**src/dps_defines.vh**
```
// Constants for the dual pot serial command slave.
// Assumes a 100 MHz core clock; included by the slave and the bench.
`ifndef DPS_DEFINES_VH
`define DPS_DEFINES_VH
`define DPS_CLK_MHZ 100
`define DPS_NV_WRITE_MS 5
`define DPS_NV_MAX_MS 10
`define DPS_NV_CYCLES (`DPS_NV_WRITE_MS * 1000 * `DPS_CLK_MHZ)
// Device type code is arbitrary, picked for this block
`define DPS_TYPE_CODE 4'hA
`define DPS_OP_RD_WIPER 4'h9
`define DPS_OP_WR_WIPER 4'hA
`define DPS_OP_RD_SET 4'hB
`define DPS_OP_WR_SET 4'hC
`define DPS_OP_XFR_TO_WIPER 4'hD
`define DPS_OP_XFR_TO_SET 4'hE
`define DPS_OP_GXFR_TO_WIPER 4'h1
`define DPS_OP_GXFR_TO_SET 4'h8
`define DPS_OP_STEP 4'h2
`define DPS_WIPER_MAX 8'hFF
`define DPS_WIPER_MIN 8'h00
`define DPS_BIT_LAST 3'h7
`define DPS_BIT_FIRST 3'h0
`define DPS_CNT_W 20
`endif

```
**src/dps_tap_decoder.v**
```verilog
// One-hot tap switch decoder for one potentiometer.
// Assumes the wiper position comes from a register on the same clock.
`timescale 1ns/1ns
`default_nettype none
module dps_tap_decoder (
  // Clock and reset
  input wire CLOCK,
  input wire RESET,
  // Wiper position in, tap enables out
  input wire [7:0] POSITION,
  output reg [255:0] TAPS
);
  // Registered so exactly one bit is ever set, never a glitchy overlap
  always @(posedge CLOCK) begin
    if (RESET) begin
      TAPS <= 256'h1;
    end else begin
      TAPS <= 256'h1 << POSITION; // see R02
    end
  end
endmodule // dps_tap_decoder
`default_nettype wire

```
**src/dps_serial_slave.v**
```verilog
// Two-wire command slave for a dual digital potentiometer.
// Assumes SCL/SDA arrive asynchronously and are sampled by CLOCK.
`timescale 1ns/1ns
`default_nettype none
`include "dps_defines.vh"
// Overview of operation
// Write-protect low refuses every nonvolatile setting write.
// Wiper position decodes to one-hot choice of 256 taps.
// Never more than one tap switch enabled per pot.
// Data changes only while clock low; high-clock changes mean start/stop.
// Start is data falling with clock high; ignore bus until then.
// Master ends each transaction with data rising with clock high.
// Transmitter releases data after eight bits; receiver acks on ninth.
// Ack matching address, command byte, and following data byte.
// Stop after nonvolatile write starts write cycle; address unacked meanwhile.
// Upper nibble of first byte must equal own type code.
// Lower nibble of first byte must match four strap pins.
// Instruction: opcode nibble, two setting selects, zero, pot select.
// Setting select bits pick register zero to three in binary.
// Opcode 1001 returns selected wiper position.
// Opcode 1010 loads next data byte into selected wiper position.
// Opcode 1011 returns selected setting register.
// Opcode 1100 writes next data byte into selected setting register.
// Opcode 1101 copies selected setting register into wiper position.
// Opcode 1110 copies wiper position into selected setting register.
// Opcode 0001, pot select zero, loads every wiper from its setting.
// Opcode 1000, pot select zero, stores every wiper into setting.
// Opcode 0010 enters step mode for selected wiper.
// Step: clock pulse with data high up, data low down.
// At power-up, setting register zero loads each wiper.
// Nonvolatile changes complete within ten milliseconds.
// Sample data on rising clock, present bits after falling clock.
// Stepping saturates at 0 and 255.
// Unknown opcodes are ignored, no register changed.
module dps_serial_slave #(
  parameter NV_CYCLES = `DPS_NV_CYCLES
) (
  // Clock and reset
  input wire CLOCK,
  input wire RESET,
  // Two-wire bus
  input wire SCL_IN,
  input wire SDA_IN,
  output reg SDA_OUT,
  output reg SDA_OE,
  // Straps and protection
  input wire [3:0] ADDR_STRAP_PINS,
  input wire WRITE_PROTECT_N,
  // Status and tap enables
  output reg NV_BUSY,
  output wire [255:0] TAPS0,
  output wire [255:0] TAPS1
);
  localparam ST_IDLE = 3'h0;
  localparam ST_ADDR = 3'h1;
  localparam ST_CMD = 3'h2;
  localparam ST_DATA = 3'h3;
  localparam ST_SEND = 3'h4;
  localparam ST_STEP = 3'h5;
  localparam ST_WAIT = 3'h6;

  reg scl_meta_reg, scl_sync_reg, scl_prev_reg;
  reg sda_meta_reg, sda_sync_reg, sda_prev_reg;
  reg wp_meta_reg, wp_sync_reg;
  reg [3:0] strap_meta_reg;
  reg [3:0] strap_sync_reg;
  // Step direction is held from the rise to the end of the pulse
  reg step_arm_reg;
  reg step_up_reg;
  reg [2:0] state_reg;
  reg [2:0] bit_cnt_reg;
  reg ack_phase_reg;
  reg [7:0] shift_reg;
  reg [7:0] cmd_reg;
  reg [7:0] wiper_position_reg [0:1];
  reg [7:0] nv_setting_reg [0:7];
  reg [`DPS_CNT_W-1:0] nv_cnt_reg;
  reg [7:0] nv_data_reg [0:1];
  reg [2:0] nv_idx_reg [0:1];
  reg [1:0] nv_pend_reg;
  reg [1:0] nv_arm_reg;
  reg boot_reg;
  integer i;

  wire scl_rise = scl_sync_reg & ~scl_prev_reg;
  wire scl_fall = ~scl_sync_reg & scl_prev_reg;
  wire start_det = scl_sync_reg & scl_prev_reg & sda_prev_reg &
    ~sda_sync_reg; // see R05
  wire stop_det = scl_sync_reg & scl_prev_reg & ~sda_prev_reg &
    sda_sync_reg; // see R06
  wire [3:0] opcode = cmd_reg[7:4];
  wire pot_select = cmd_reg[0];
  wire setting_sel_hi = cmd_reg[3];
  wire setting_sel_lo = cmd_reg[2];
  wire [1:0] setting_sel = {setting_sel_hi, setting_sel_lo};
  wire [2:0] sel_idx = {pot_select, setting_sel};
  wire [7:0] shifted = {shift_reg[6:0], sda_sync_reg};
  wire [7:0] wiper_sel = wiper_position_reg[pot_select];
  wire addr_match = (shifted[7:4] == `DPS_TYPE_CODE) &&
    (shifted[3:0] == strap_sync_reg);
  wire wp_ok = wp_sync_reg;

  // Two-flop input synchronisers
  always @(posedge CLOCK) begin
    if (RESET) begin
      scl_meta_reg <= 1'b1;
      scl_sync_reg <= 1'b1;
      scl_prev_reg <= 1'b1;
      sda_meta_reg <= 1'b1;
      sda_sync_reg <= 1'b1;
      sda_prev_reg <= 1'b1;
      // Protected until the pin has actually been sampled
      wp_meta_reg <= 1'b0;
      wp_sync_reg <= 1'b0;
      strap_meta_reg <= 4'h0;
      strap_sync_reg <= 4'h0;
    end else begin
      scl_meta_reg <= SCL_IN;
      scl_sync_reg <= scl_meta_reg;
      scl_prev_reg <= scl_sync_reg;
      sda_meta_reg <= SDA_IN;
      sda_sync_reg <= sda_meta_reg;
      sda_prev_reg <= sda_sync_reg;
      // Straps and write protect are pins too
      wp_meta_reg <= WRITE_PROTECT_N;
      wp_sync_reg <= wp_meta_reg;
      strap_meta_reg <= ADDR_STRAP_PINS;
      strap_sync_reg <= strap_meta_reg;
    end
  end

  // Protocol engine
  always @(posedge CLOCK) begin
    if (RESET) begin
      state_reg <= ST_IDLE;
      bit_cnt_reg <= 3'h0;
      ack_phase_reg <= 1'b0;
      shift_reg <= 8'h00;
      cmd_reg <= 8'h00;
      SDA_OUT <= 1'b1;
      SDA_OE <= 1'b0;
      NV_BUSY <= 1'b0;
      nv_cnt_reg <= {`DPS_CNT_W{1'b0}};
      nv_pend_reg <= 2'h0;
      nv_arm_reg <= 2'h0;
      boot_reg <= 1'b1;
      step_arm_reg <= 1'b0;
      step_up_reg <= 1'b0;
      for (i = 0; i < 2; i = i + 1) begin
        wiper_position_reg[i] <= 8'h00;
        nv_data_reg[i] <= 8'h00;
        nv_idx_reg[i] <= 3'h0;
      end
      for (i = 0; i < 8; i = i + 1) begin
        nv_setting_reg[i] <= 8'h00;
      end
    end else if (boot_reg) begin
      // Power-up recall of setting register zero per pot
      boot_reg <= 1'b0;
      wiper_position_reg[0] <= nv_setting_reg[0];
      wiper_position_reg[1] <= nv_setting_reg[4];
    end else begin
      // Internal nonvolatile write timer
      if (NV_BUSY) begin
        if (nv_cnt_reg == NV_CYCLES[`DPS_CNT_W-1:0] - 1'b1) begin
          NV_BUSY <= 1'b0;
          nv_cnt_reg <= {`DPS_CNT_W{1'b0}};
          for (i = 0; i < 2; i = i + 1) begin
            if (nv_pend_reg[i]) begin
              nv_setting_reg[nv_idx_reg[i]] <= nv_data_reg[i];
            end
          end
          nv_pend_reg <= 2'h0;
        end else begin
          nv_cnt_reg <= nv_cnt_reg + 1'b1;
        end
      end
      if (stop_det) begin
        // Armed nonvolatile write is launched only by the stop
        if (nv_arm_reg != 2'h0 && wp_ok) begin
          NV_BUSY <= 1'b1;
          nv_pend_reg <= nv_arm_reg;
          nv_cnt_reg <= {`DPS_CNT_W{1'b0}};
        end
        nv_arm_reg <= 2'h0;
        // A rise that the stop cut short must never step the wiper
        step_arm_reg <= 1'b0;
        state_reg <= ST_IDLE;
        SDA_OE <= 1'b0;
        SDA_OUT <= 1'b1;
      end else if (start_det) begin
        // Repeated start drops any armed write
        nv_arm_reg <= 2'h0;
        state_reg <= ST_ADDR;
        step_arm_reg <= 1'b0;
        bit_cnt_reg <= 3'h0;
        ack_phase_reg <= 1'b0;
        SDA_OE <= 1'b0;
        SDA_OUT <= 1'b1;
      end else if (state_reg == ST_STEP && !ack_phase_reg) begin
        // Direction taken at the rise, applied when the pulse ends, so
        // the clock high phase of a closing stop never moves the wiper
        if (scl_rise) begin
          step_arm_reg <= 1'b1;
          step_up_reg <= sda_sync_reg;
        end else if (scl_fall && step_arm_reg) begin
          step_arm_reg <= 1'b0;
          if (step_up_reg) begin
            if (wiper_sel != `DPS_WIPER_MAX) begin
              wiper_position_reg[pot_select] <= wiper_sel + 1'b1;
            end
          end else if (wiper_sel != `DPS_WIPER_MIN) begin
            wiper_position_reg[pot_select] <= wiper_sel - 1'b1;
          end
        end
      end else if (state_reg != ST_IDLE && scl_fall) begin
        // Drive or release after each falling edge
        if (ack_phase_reg && !SDA_OE) begin
          // Byte taken: pull low for the whole ninth clock
          SDA_OE <= 1'b1;
          SDA_OUT <= 1'b0;
        end else if (ack_phase_reg) begin
          // Ninth clock over: let go, or put out the first read bit
          ack_phase_reg <= 1'b0;
          SDA_OE <= 1'b0;
          SDA_OUT <= 1'b1;
          if (state_reg == ST_SEND) begin
            SDA_OE <= 1'b1;
            SDA_OUT <= shift_reg[7];
          end
        end else if (state_reg == ST_SEND && SDA_OE) begin
          if (bit_cnt_reg == `DPS_BIT_FIRST) begin
            // Eight bits out: release so the master can answer
            SDA_OE <= 1'b0;
            SDA_OUT <= 1'b1;
          end else begin
            SDA_OUT <= shift_reg[7];
          end
        end
      end else if (state_reg != ST_IDLE && scl_rise && !ack_phase_reg) begin
        // The ninth clock carries no data, so it is not shifted in
        case (state_reg)
          ST_SEND: begin
            if (SDA_OE) begin
              bit_cnt_reg <= bit_cnt_reg + 1'b1;
              shift_reg <= {shift_reg[6:0], 1'b0};
            end else begin
              // Master ack or nack; one byte only, then wait for stop
              state_reg <= ST_WAIT;
            end
          end
          ST_ADDR, ST_CMD, ST_DATA: begin
            shift_reg <= shifted;
            bit_cnt_reg <= bit_cnt_reg + 1'b1;
            if (bit_cnt_reg == `DPS_BIT_LAST) begin
              state_reg <= ST_WAIT;
              if (state_reg == ST_ADDR) begin
                if (addr_match && !NV_BUSY) begin
                  state_reg <= ST_CMD;
                  ack_phase_reg <= 1'b1;
                end
              end else if (state_reg == ST_CMD) begin
                cmd_reg <= shifted;
                ack_phase_reg <= 1'b1;
                case (shifted[7:4])
                  `DPS_OP_RD_WIPER: begin
                    state_reg <= ST_SEND;
                    shift_reg <= wiper_position_reg[shifted[0]];
                  end
                  `DPS_OP_RD_SET: begin
                    state_reg <= ST_SEND;
                    shift_reg <= nv_setting_reg[{shifted[0], shifted[3:2]}];
                  end
                  `DPS_OP_WR_WIPER, `DPS_OP_WR_SET: begin
                    state_reg <= ST_DATA;
                  end
                  `DPS_OP_XFR_TO_WIPER: begin
                    wiper_position_reg[shifted[0]] <=
                      nv_setting_reg[{shifted[0], shifted[3:2]}];
                  end
                  `DPS_OP_XFR_TO_SET: begin
                    nv_data_reg[shifted[0]] <= wiper_position_reg[shifted[0]];
                    nv_idx_reg[shifted[0]] <= {shifted[0], shifted[3:2]};
                    nv_arm_reg[shifted[0]] <= 1'b1;
                  end
                  `DPS_OP_GXFR_TO_WIPER: begin
                    if (!shifted[0]) begin
                      wiper_position_reg[0] <=
                        nv_setting_reg[{1'b0, shifted[3:2]}];
                      wiper_position_reg[1] <=
                        nv_setting_reg[{1'b1, shifted[3:2]}];
                    end
                  end
                  `DPS_OP_GXFR_TO_SET: begin
                    if (!shifted[0]) begin
                      for (i = 0; i < 2; i = i + 1) begin
                        nv_data_reg[i] <= wiper_position_reg[i];
                      end
                      nv_idx_reg[0] <= {1'b0, shifted[3:2]};
                      nv_idx_reg[1] <= {1'b1, shifted[3:2]};
                      nv_arm_reg <= 2'h3;
                    end
                  end
                  `DPS_OP_STEP: begin
                    state_reg <= ST_STEP;
                  end
                  default: begin
                    state_reg <= ST_WAIT;
                  end
                endcase
              end else begin
                ack_phase_reg <= 1'b1;
                if (opcode == `DPS_OP_WR_WIPER) begin
                  wiper_position_reg[pot_select] <= shifted;
                end else begin
                  nv_data_reg[pot_select] <= shifted;
                  nv_idx_reg[pot_select] <= sel_idx;
                  nv_arm_reg[pot_select] <= 1'b1;
                end
              end
            end
          end
          default: begin
          end
        endcase
      end
    end
  end

  // Tap switch decoders
  dps_tap_decoder u_taps0 (
    .CLOCK(CLOCK),
    .RESET(RESET),
    .POSITION(wiper_position_reg[0]),
    .TAPS(TAPS0)
  );
  dps_tap_decoder u_taps1 (
    .CLOCK(CLOCK),
    .RESET(RESET),
    .POSITION(wiper_position_reg[1]),
    .TAPS(TAPS1)
  );
endmodule // dps_serial_slave
`default_nettype wire

```
**config.mk**
```make
export PLATFORM = sky130hd
export DESIGN_NAME = dps_serial_slave
export DESIGN_NICKNAME = d
export VERILOG_FILES = /design/src/dps_tap_decoder.v /design/src/dps_serial_slave.v
export VERILOG_INCLUDE_DIRS = /design/src
export SDC_FILE = /design/constraint.sdc
export NUM_CORES = 1
export LEC_CHECK = 0
export ABC_AREA = 1
export BUFFER_PORTS_ARGS = -buffer_cell sky130_fd_sc_hd__buf_2
export CAP_MARGIN = 20
export CORE_ASPECT_RATIO = 0.9
export CORE_UTILIZATION = 49
export DETAILED_ROUTE_END_ITERATION = 16
export PLACE_DENSITY = 0.76
export SLEW_MARGIN = 0
export SYNTH_ARGS = -nofsm -noshare
export SYNTH_HDL_FRONTEND = slang
export SYNTH_SLANG_ARGS = --single-unit
```
**constraint.sdc**
```tcl
create_clock -name CLOCK -period 2.7 [get_ports CLOCK]
set_input_delay 0.135 -clock CLOCK [delete_from_list [all_inputs] [get_ports CLOCK]]
set_output_delay 0.135 -clock CLOCK [all_outputs]
set_load 0.05 [all_outputs]
```
==> results of run 1 <==
==> layout make-up <==
class	count	share of cell area (%)
sequential	686	47.45
multi-input combinational	1688	27.24
timing repair buffer	709	13.45
clock buffer	94	6.368
tap	632	2.541
inverter	173	2.127
clock inverter	23	0.8121
antenna	1	0.008041
==> worst max path at each step <==
stage / slack [ps] / startpoint / to
floorplan: 60 / wiper_position_reg[1][0] / wiper_position_reg[1][3]
global placement: -130 / register / wiper_position_reg[1][3]
detailed placement: -160 / scl_sync_reg / wiper_position_reg[1][6]
CTS: -20 / scl_sync_reg / wiper_position_reg[1][6]
global route: -100 / state_reg[1] / wiper_position_reg[1][6]
finish: 50 / scl_sync_reg / wiper_position_reg[1][6]
==> what timing repair did <==
item	CTS	global route
pin swaps	3	29
hold buffers	8	0
endpoints found under the hold margin	8	0
setup endpoints to repair	10	50
resized for setup	11	60
gates cloned	0	0
setup buffers	6	4
==> stage by stage <==
stage / power [W] / utilization, % / TNS [ps]
2_1_floorplan: 0.01141 / - / 0
3_3_place_gp: 0.01188 / 58.07 / -868.6
3_5_place_dp: 0.01189 / 58.07 / -956.8
4_1_cts: 0.02121 / 62.93 / -22.39
5_1_grt: 0.02174 / 63.46 / -316.8
6_report: 0.02123 / 63.46 / 0
==> routing by layer <==
metal | up-vias | wire length, um
met5 | - | 13
met4 | 2 | 3841
met3 | 226 | 10180
met2 | 1349 | 39710
met1 | 10960 | 36030
li1 | 10440 | -
==> critical path, cell delays in order, from the launching register on <==
cell and delay [ps]:
sky130_fd_sc_hd__dfxtp_2 350, sky130_fd_sc_hd__inv_4 70, sky130_fd_sc_hd__nand2_4 50, sky130_fd_sc_hd__nor2_4 90
sky130_fd_sc_hd__nand3_2 90, sky130_fd_sc_hd__nor2_1 110, sky130_fd_sc_hd__buf_4 150, sky130_fd_sc_hd__nand3_4 100
sky130_fd_sc_hd__buf_6 150, sky130_fd_sc_hd__fa_2 360, sky130_fd_sc_hd__inv_2 90, sky130_fd_sc_hd__nand4_1 80
sky130_fd_sc_hd__nand3_1 110, sky130_fd_sc_hd__xnor2_1 130, sky130_fd_sc_hd__nand2_1 70, sky130_fd_sc_hd__o211ai_1 80
sky130_fd_sc_hd__o21ai_1 120, sky130_fd_sc_hd__inv_1 110, sky130_fd_sc_hd__o21ai_1 70
==> cell families (layout without fill, tap and decap cells) <==
logic type,Yosys count,in the layout,share of synthesized area (%)
other,1,2,0.01541
adders and majority gates,11,11,0.5963
DFF,686,686,60.62
muxes,4,4,0.1645
buffers and inverters,356,999,5.598
and+or+nand+nor,1258,1258,23.21
xor gates and xnor gates,17,17,0.6118
AOI/OAI and AO/OA,397,397,9.186
==> synth_stat cells, types with 56 or more instances <==
cell type	number	area, um2
sky130_fd_sc_hd__nor2_1	640	2402
sky130_fd_sc_hd__dfxtp_1	584	11690
sky130_fd_sc_hd__nand2_1	203	762.0
sky130_fd_sc_hd__nand4_1	194	1214
sky130_fd_sc_hd__o21ai_0	166	830.8
sky130_fd_sc_hd__clkbuf_1	157	589.3
sky130_fd_sc_hd__inv_1	155	581.8
sky130_fd_sc_hd__nand3_1	120	600.6
sky130_fd_sc_hd__edfxtp_1	102	3063
sky130_fd_sc_hd__a21oi_1	88	440.4
sky130_fd_sc_hd__o22ai_1	87	544.3
sky130_fd_sc_hd__nor3_1	56	280.3
==> power breakdown <==
group | internal [W] | switching (W) | leakage [nW] | total, W
clock network | 0.00539 | 0.00410 | 1.11 | 0.00949
logic | 0.000295 | 0.000903 | 6.77 | 0.00120
registers | 0.0105 | 0.0000723 | 5.72 | 0.0105
==> out/qor.yml, run 1 <==
startpoint_type: "register"
clock_path_buffers: 3
vias_per_cell: 5.735
reg2reg_to: "wiper_position_reg[1][6]"
drt_iter0_drc: 2977
post_synth.cell_area_avg_um2: 8.916
dieHeight_um: 213.4
leakagePower_nw: 13.60
hold_path.class: "primary input to register"
timing.fmax_mhz: 377.5
drtPass1Iterations: 6
mostFrequentLayoutCells: "sky130_fd_sc_hd__nor2_1 (637), sky130_fd_sc_hd__dfxtp_1 (578), sky130_fd_sc_hd__buf_2 (523), sky130_fd_sc_hd__nand4_1 (194), sky130_fd_sc_hd__nand2_1 (184)"
globalplace.congestion: 0.9815
synth_nets: 2750
pin_count: 524
worst-endpoint-required_ps: 3040
grt_most_used_layer: "met2"
timing.hold.worst_endpoint: "strap_meta_reg[2]"
synth_top_flop_cell: "sky130_fd_sc_hd__dfxtp_1"
first_global_vias: 20900
criticalPathCategory: "register to register"
yosysSeqAreaShare_pct: 60.62
cp_max_fo: 3
port_buffers: 523
vdd.ir_drop.worst_v: 0.0004516
run_status: "complete, no violations"
clock_insertion_delay_worst_skew_ps: 620
final_skew_ps: 20.81
cts_tree: "built"
route.vias.total: 22980
timing.reg2reg.worst_path_depth: 18
worst-endpoint-arrival_ps: 2990
multi_input_area_um2: 8478
tritoncts_num_sinks: 686
maximum_number_of_pins_on_one_net_before_global_route_repair: 90
final_layout_size_suffix_gt1_share_pct: 26.92
worstHoldStart: "ADDR_STRAP_PINS[2]"
synth-seq-cells: 686
cts-buffers-inserted: 68
crit_path_end_kind: "register"
postSynthCellCount: 2730
final-seq-area_um2: 14770
htree_levels: 3
fill_cells: 3973
remaining_drc_errors: 0
synth-edff-count: 102
unrepaired_setup_endpoints_after_global_routing: "true"
power_density_normalized_to_cell_area_nw_per_um2: 682.1
grt_pass1_wl_mm: 128.7
cts.reportedPaths.clkPinSlew_ps: 60
syn2layout_area_growth_pct: 27.86
routed_wire_length_per_instance_um: 22.41
gr-usage-met2_pct: 50.65
drv_cap: 0
detailed_placer_s_ending_hpwl_mm: 63.94
timing.hold.worst_path_depth: 4
die_area_um2: 50570
finalHoldViolCount: 0
post-route-min-period_ps: 2649
post-place-ws_ps: -158.1
chipWidth_um: 236.9
global_route.usage.met1_pct: 45.34
timing.final.setup_violations: 0
synth.distinct_cells: 51
wirelength_mm: 89.77
timing_max_transition_violations_final: 0
clock-root-buffer: "sky130_fd_sc_hd__clkbuf_16"
setup_slack_ps: 50.67
final_worst_hold_slack_ps: 255.3
use_met3_pct: 10.05
max_slew.worst_pin.slew_ps: 979.0
critical_path.reg2reg.startpoint: "scl_sync_reg"
fp_rows: 77
final_common_cell: "sky130_fd_sc_hd__nor2_1"
rrSetupSlack_ps: 50
place_inst: 3870
syn_area_um2: 24340
instances_no_fill: 4006
nNetsFinal: 3346
initial_utilization_pct: 49.63
ys_warn_count: 0
share_of_synthesized_flip_flops_with_an_asynchronous_set_or_reset_pct: 0
number_of_antenna_violations_at_the_first_check_in_global_routing: 6
postPlaceCellArea_um2: 28480
drtAntennaViolNets: 0
final_cell_area_um2: 31120
min_period_over_period_pct: 98.12
slew_headroom_pct: 34.50
globalRoute.totalOverflow: 0
grt_util_all_layers_pct: 33.85
core_area_um2: 49040
Power figures use the tool's default switching activity.
==> run 2: changes to the inputs <==
Settings changed: REMOVE_ABC_BUFFERS set to 1.
==> run 2 against run 1 <==
Effect of this change: global-route usage fell by 2.1 points; total power grew 0.46%; non-clock buffer count shrank 45; die area unchanged; first-iteration DRC count rose by 6.0%; register-to-register slack worse by 40 ps; design area is 1.2% lower; clock power up 1%; fmax is 1.5% lower; sequential power about the same; worst hold slack better by 9.1 ps; highest routed layer unchanged.
==> out/qor.yml, run 2 (synthesis results as in run 1) <==
worst-endpoint-arrival_ps: 3040  # +50 ps
path_buf_inv: 5  # unchanged
clock_path_buffers: 3  # unchanged
tritoncts_num_sinks: 686  # unchanged
cp_max_fo: 5  # +2
cts_tree: "built"
globalplace.congestion: 0.9851  # +0.37%
grt_util_all_layers_pct: 31.70  # -2.1 points
clock_insertion_delay_worst_skew_ps: 620  # about the same
hold_path.class: "primary input to register"
initial_utilization_pct: 49.63  # unchanged
clock-root-buffer: "sky130_fd_sc_hd__clkbuf_16"
syn2layout_area_growth_pct: 26.35
slowest_stage: "sky130_fd_sc_hd__dfxtp_4"
wirelength_mm: 85.08  # -5.2%
criticalPathCategory: "register to register"
die_area_um2: 50570  # unchanged
post_route_setup_tns_ps: 0  # unchanged
vias_per_cell: 5.790  # +0.95%
dieHeight_um: 213.4  # unchanged
run_status: "complete, no violations"
drt_iter0_drc: 3157  # +6.0%
remaining_drc_errors: 0  # unchanged
chipWidth_um: 236.9  # unchanged
first_global_vias: 20580  # -1.5%
maximum_number_of_pins_on_one_net_before_global_route_repair: 80  # -11%
post-route-min-period_ps: 2689  # +39.97 ps
power_density_normalized_to_cell_area_nw_per_um2: 693.5  # +1.7%
max_slew.worst_pin.slew_ps: 967.9  # -11.09 ps
globalRoute.totalOverflow: 0  # unchanged
leakagePower_nw: 13.37  # -1.7%
detailed_placer_s_ending_hpwl_mm: 59.87  # -6.4%
min_period_over_period_pct: 99.60  # +1.5 points
fp_rows: 77  # unchanged
cts.reportedPaths.clkPinSlew_ps: 60  # about the same
final_layout_size_suffix_gt1_share_pct: 25.74  # -1.2 points
timing.fmax_mhz: 371.8  # -1.5%
slew_headroom_pct: 35.24  # +0.74 points
cts-buffers-inserted: 68  # unchanged
htree_levels: 3  # unchanged
port_buffers: 523  # unchanged
timing.critical_path.cells: "buf_6 -> o21ai_4 -> nand2_1 -> nor2_1 -> nand2_2 -> nand3_4 -> clkinv_4 -> buf_6 -> ha_4 -> nand2_2 -> inv_2 -> nand4_1 -> nand3_1 -> xnor2_1 -> nand2_1 -> o211ai_1 -> o21ai_1 -> inv_1 -> o21ai_1"
mostFrequentLayoutCells: "sky130_fd_sc_hd__nor2_1 (637), sky130_fd_sc_hd__dfxtp_1 (582), sky130_fd_sc_hd__buf_2 (523), sky130_fd_sc_hd__nand4_1 (194), sky130_fd_sc_hd__nand2_1 (183)"
drv_cap: 0  # unchanged
worstHoldStart: "SCL_IN"
drtPass1Iterations: 7  # +1
critical-path-top-delay-family: "simple AND/OR/NAND/NOR gates"
grt_pass1_wl_mm: 123.4  # -4.1%
timing.final.setup_violations: 0  # unchanged
startpoint_type: "register"
final_worst_hold_slack_ps: 264.4  # +9.073 ps
place_inst: 3827  # -1.1%
timing_max_transition_violations_final: 0  # unchanged
final_skew_ps: 24.13  # +3.312 ps
crit_path_end_kind: "register"
overall_power_consumption_w: 0.02133  # +0.46%
final_common_cell: "sky130_fd_sc_hd__nor2_1"
finalHoldViolCount: 0  # unchanged
core_area_um2: 49040  # unchanged
instances_no_fill: 3966  # -1.0%
maximum_single_stage_delay_on_the_critical_path_ps: 360  # about the same
nNetsFinal: 3301  # -1.3%
route.vias.total: 22960  # -0.057%
unrepaired_setup_endpoints_after_global_routing: "true"
vdd.ir_drop.worst_v: 0.0005197  # +15%
routed_wire_length_per_instance_um: 21.45  # -4.3%
drtAntennaViolNets: 0  # unchanged
worst-endpoint-required_ps: 3050  # about the same
number_of_antenna_violations_at_the_first_check_in_global_routing: 2  # -4
pin_count: 524  # unchanged
fill_cells: 3934  # -0.98%
-- run 2: final cells by class --
cell class	count	area, um2	share of cell area (%)
timing repair buffer	664	3815	12.41
sequential	686	14760	47.99
multi-input combinational	1688	8427	27.40
clock inverter	20	225.2	0.7324
inverter	173	656.9	2.136
antenna	1	2.502	0.008137
clock buffer	102	2076	6.750
tap	632	790.8	2.571
-- run 2: stage by stage --
| step | area (um2) | utilization, % | setup slack, ps |
|---|---|---|---|
| 3_3_place_gp | 28100 | 57.31 | -133.8 |
| 2_1_floorplan | 23630 | - | -2424 |
| 4_1_cts | 30520 | 62.24 | 14.44 |
| 5_1_grt | 30750 | 62.71 | -129.2 |
| 6_report | 30750 | 62.71 | 10.70 |
| 3_5_place_dp | 28100 | 57.31 | -132.6 |
-- run 2: path summary, 6_finish.rpt --
check,to,slack (ps),cells after the start
min,scl_meta_reg,260,3
min reg2reg,strap_sync_reg[3],400,2
max,wiper_position_reg[1][6],10,19
max reg2reg,wiper_position_reg[1][6],10,19
-- run 2: per-layer routing --
metal / share of wire (%) / track usage [%] / up-vias
li1: - / - / 10340
met1: 39 / 42.35 / 10840
met2: 45 / 48.61 / 1554
met3: 13 / 10.34 / 229
met4: 3.2 / 9.987 / 2
met5: 0.14 / 1.705 / -
-- run 2: worst min-delay path, delay by kind of cell --
kind          cells  cell delay [ps]
simple gates      1               90
buf+inv           2              610
-- run 2: timing repair --
action,in CTS,in global routing
setup buffers,1,7
setup endpoints to repair,10,48
hold endpoints to repair,8,0
hold buffers,8,0
gates resized for setup,11,51
pin swaps,4,30
-- run 2: power by group --
group | total [W] | switching, W | internal, W | leakage, nW
logic | 0.00117 | 0.000893 | 0.000273 | 6.52
clock network | 0.00962 | 0.00398 | 0.00564 | 1.13
registers | 0.0105 | 0.0000733 | 0.0105 | 5.72
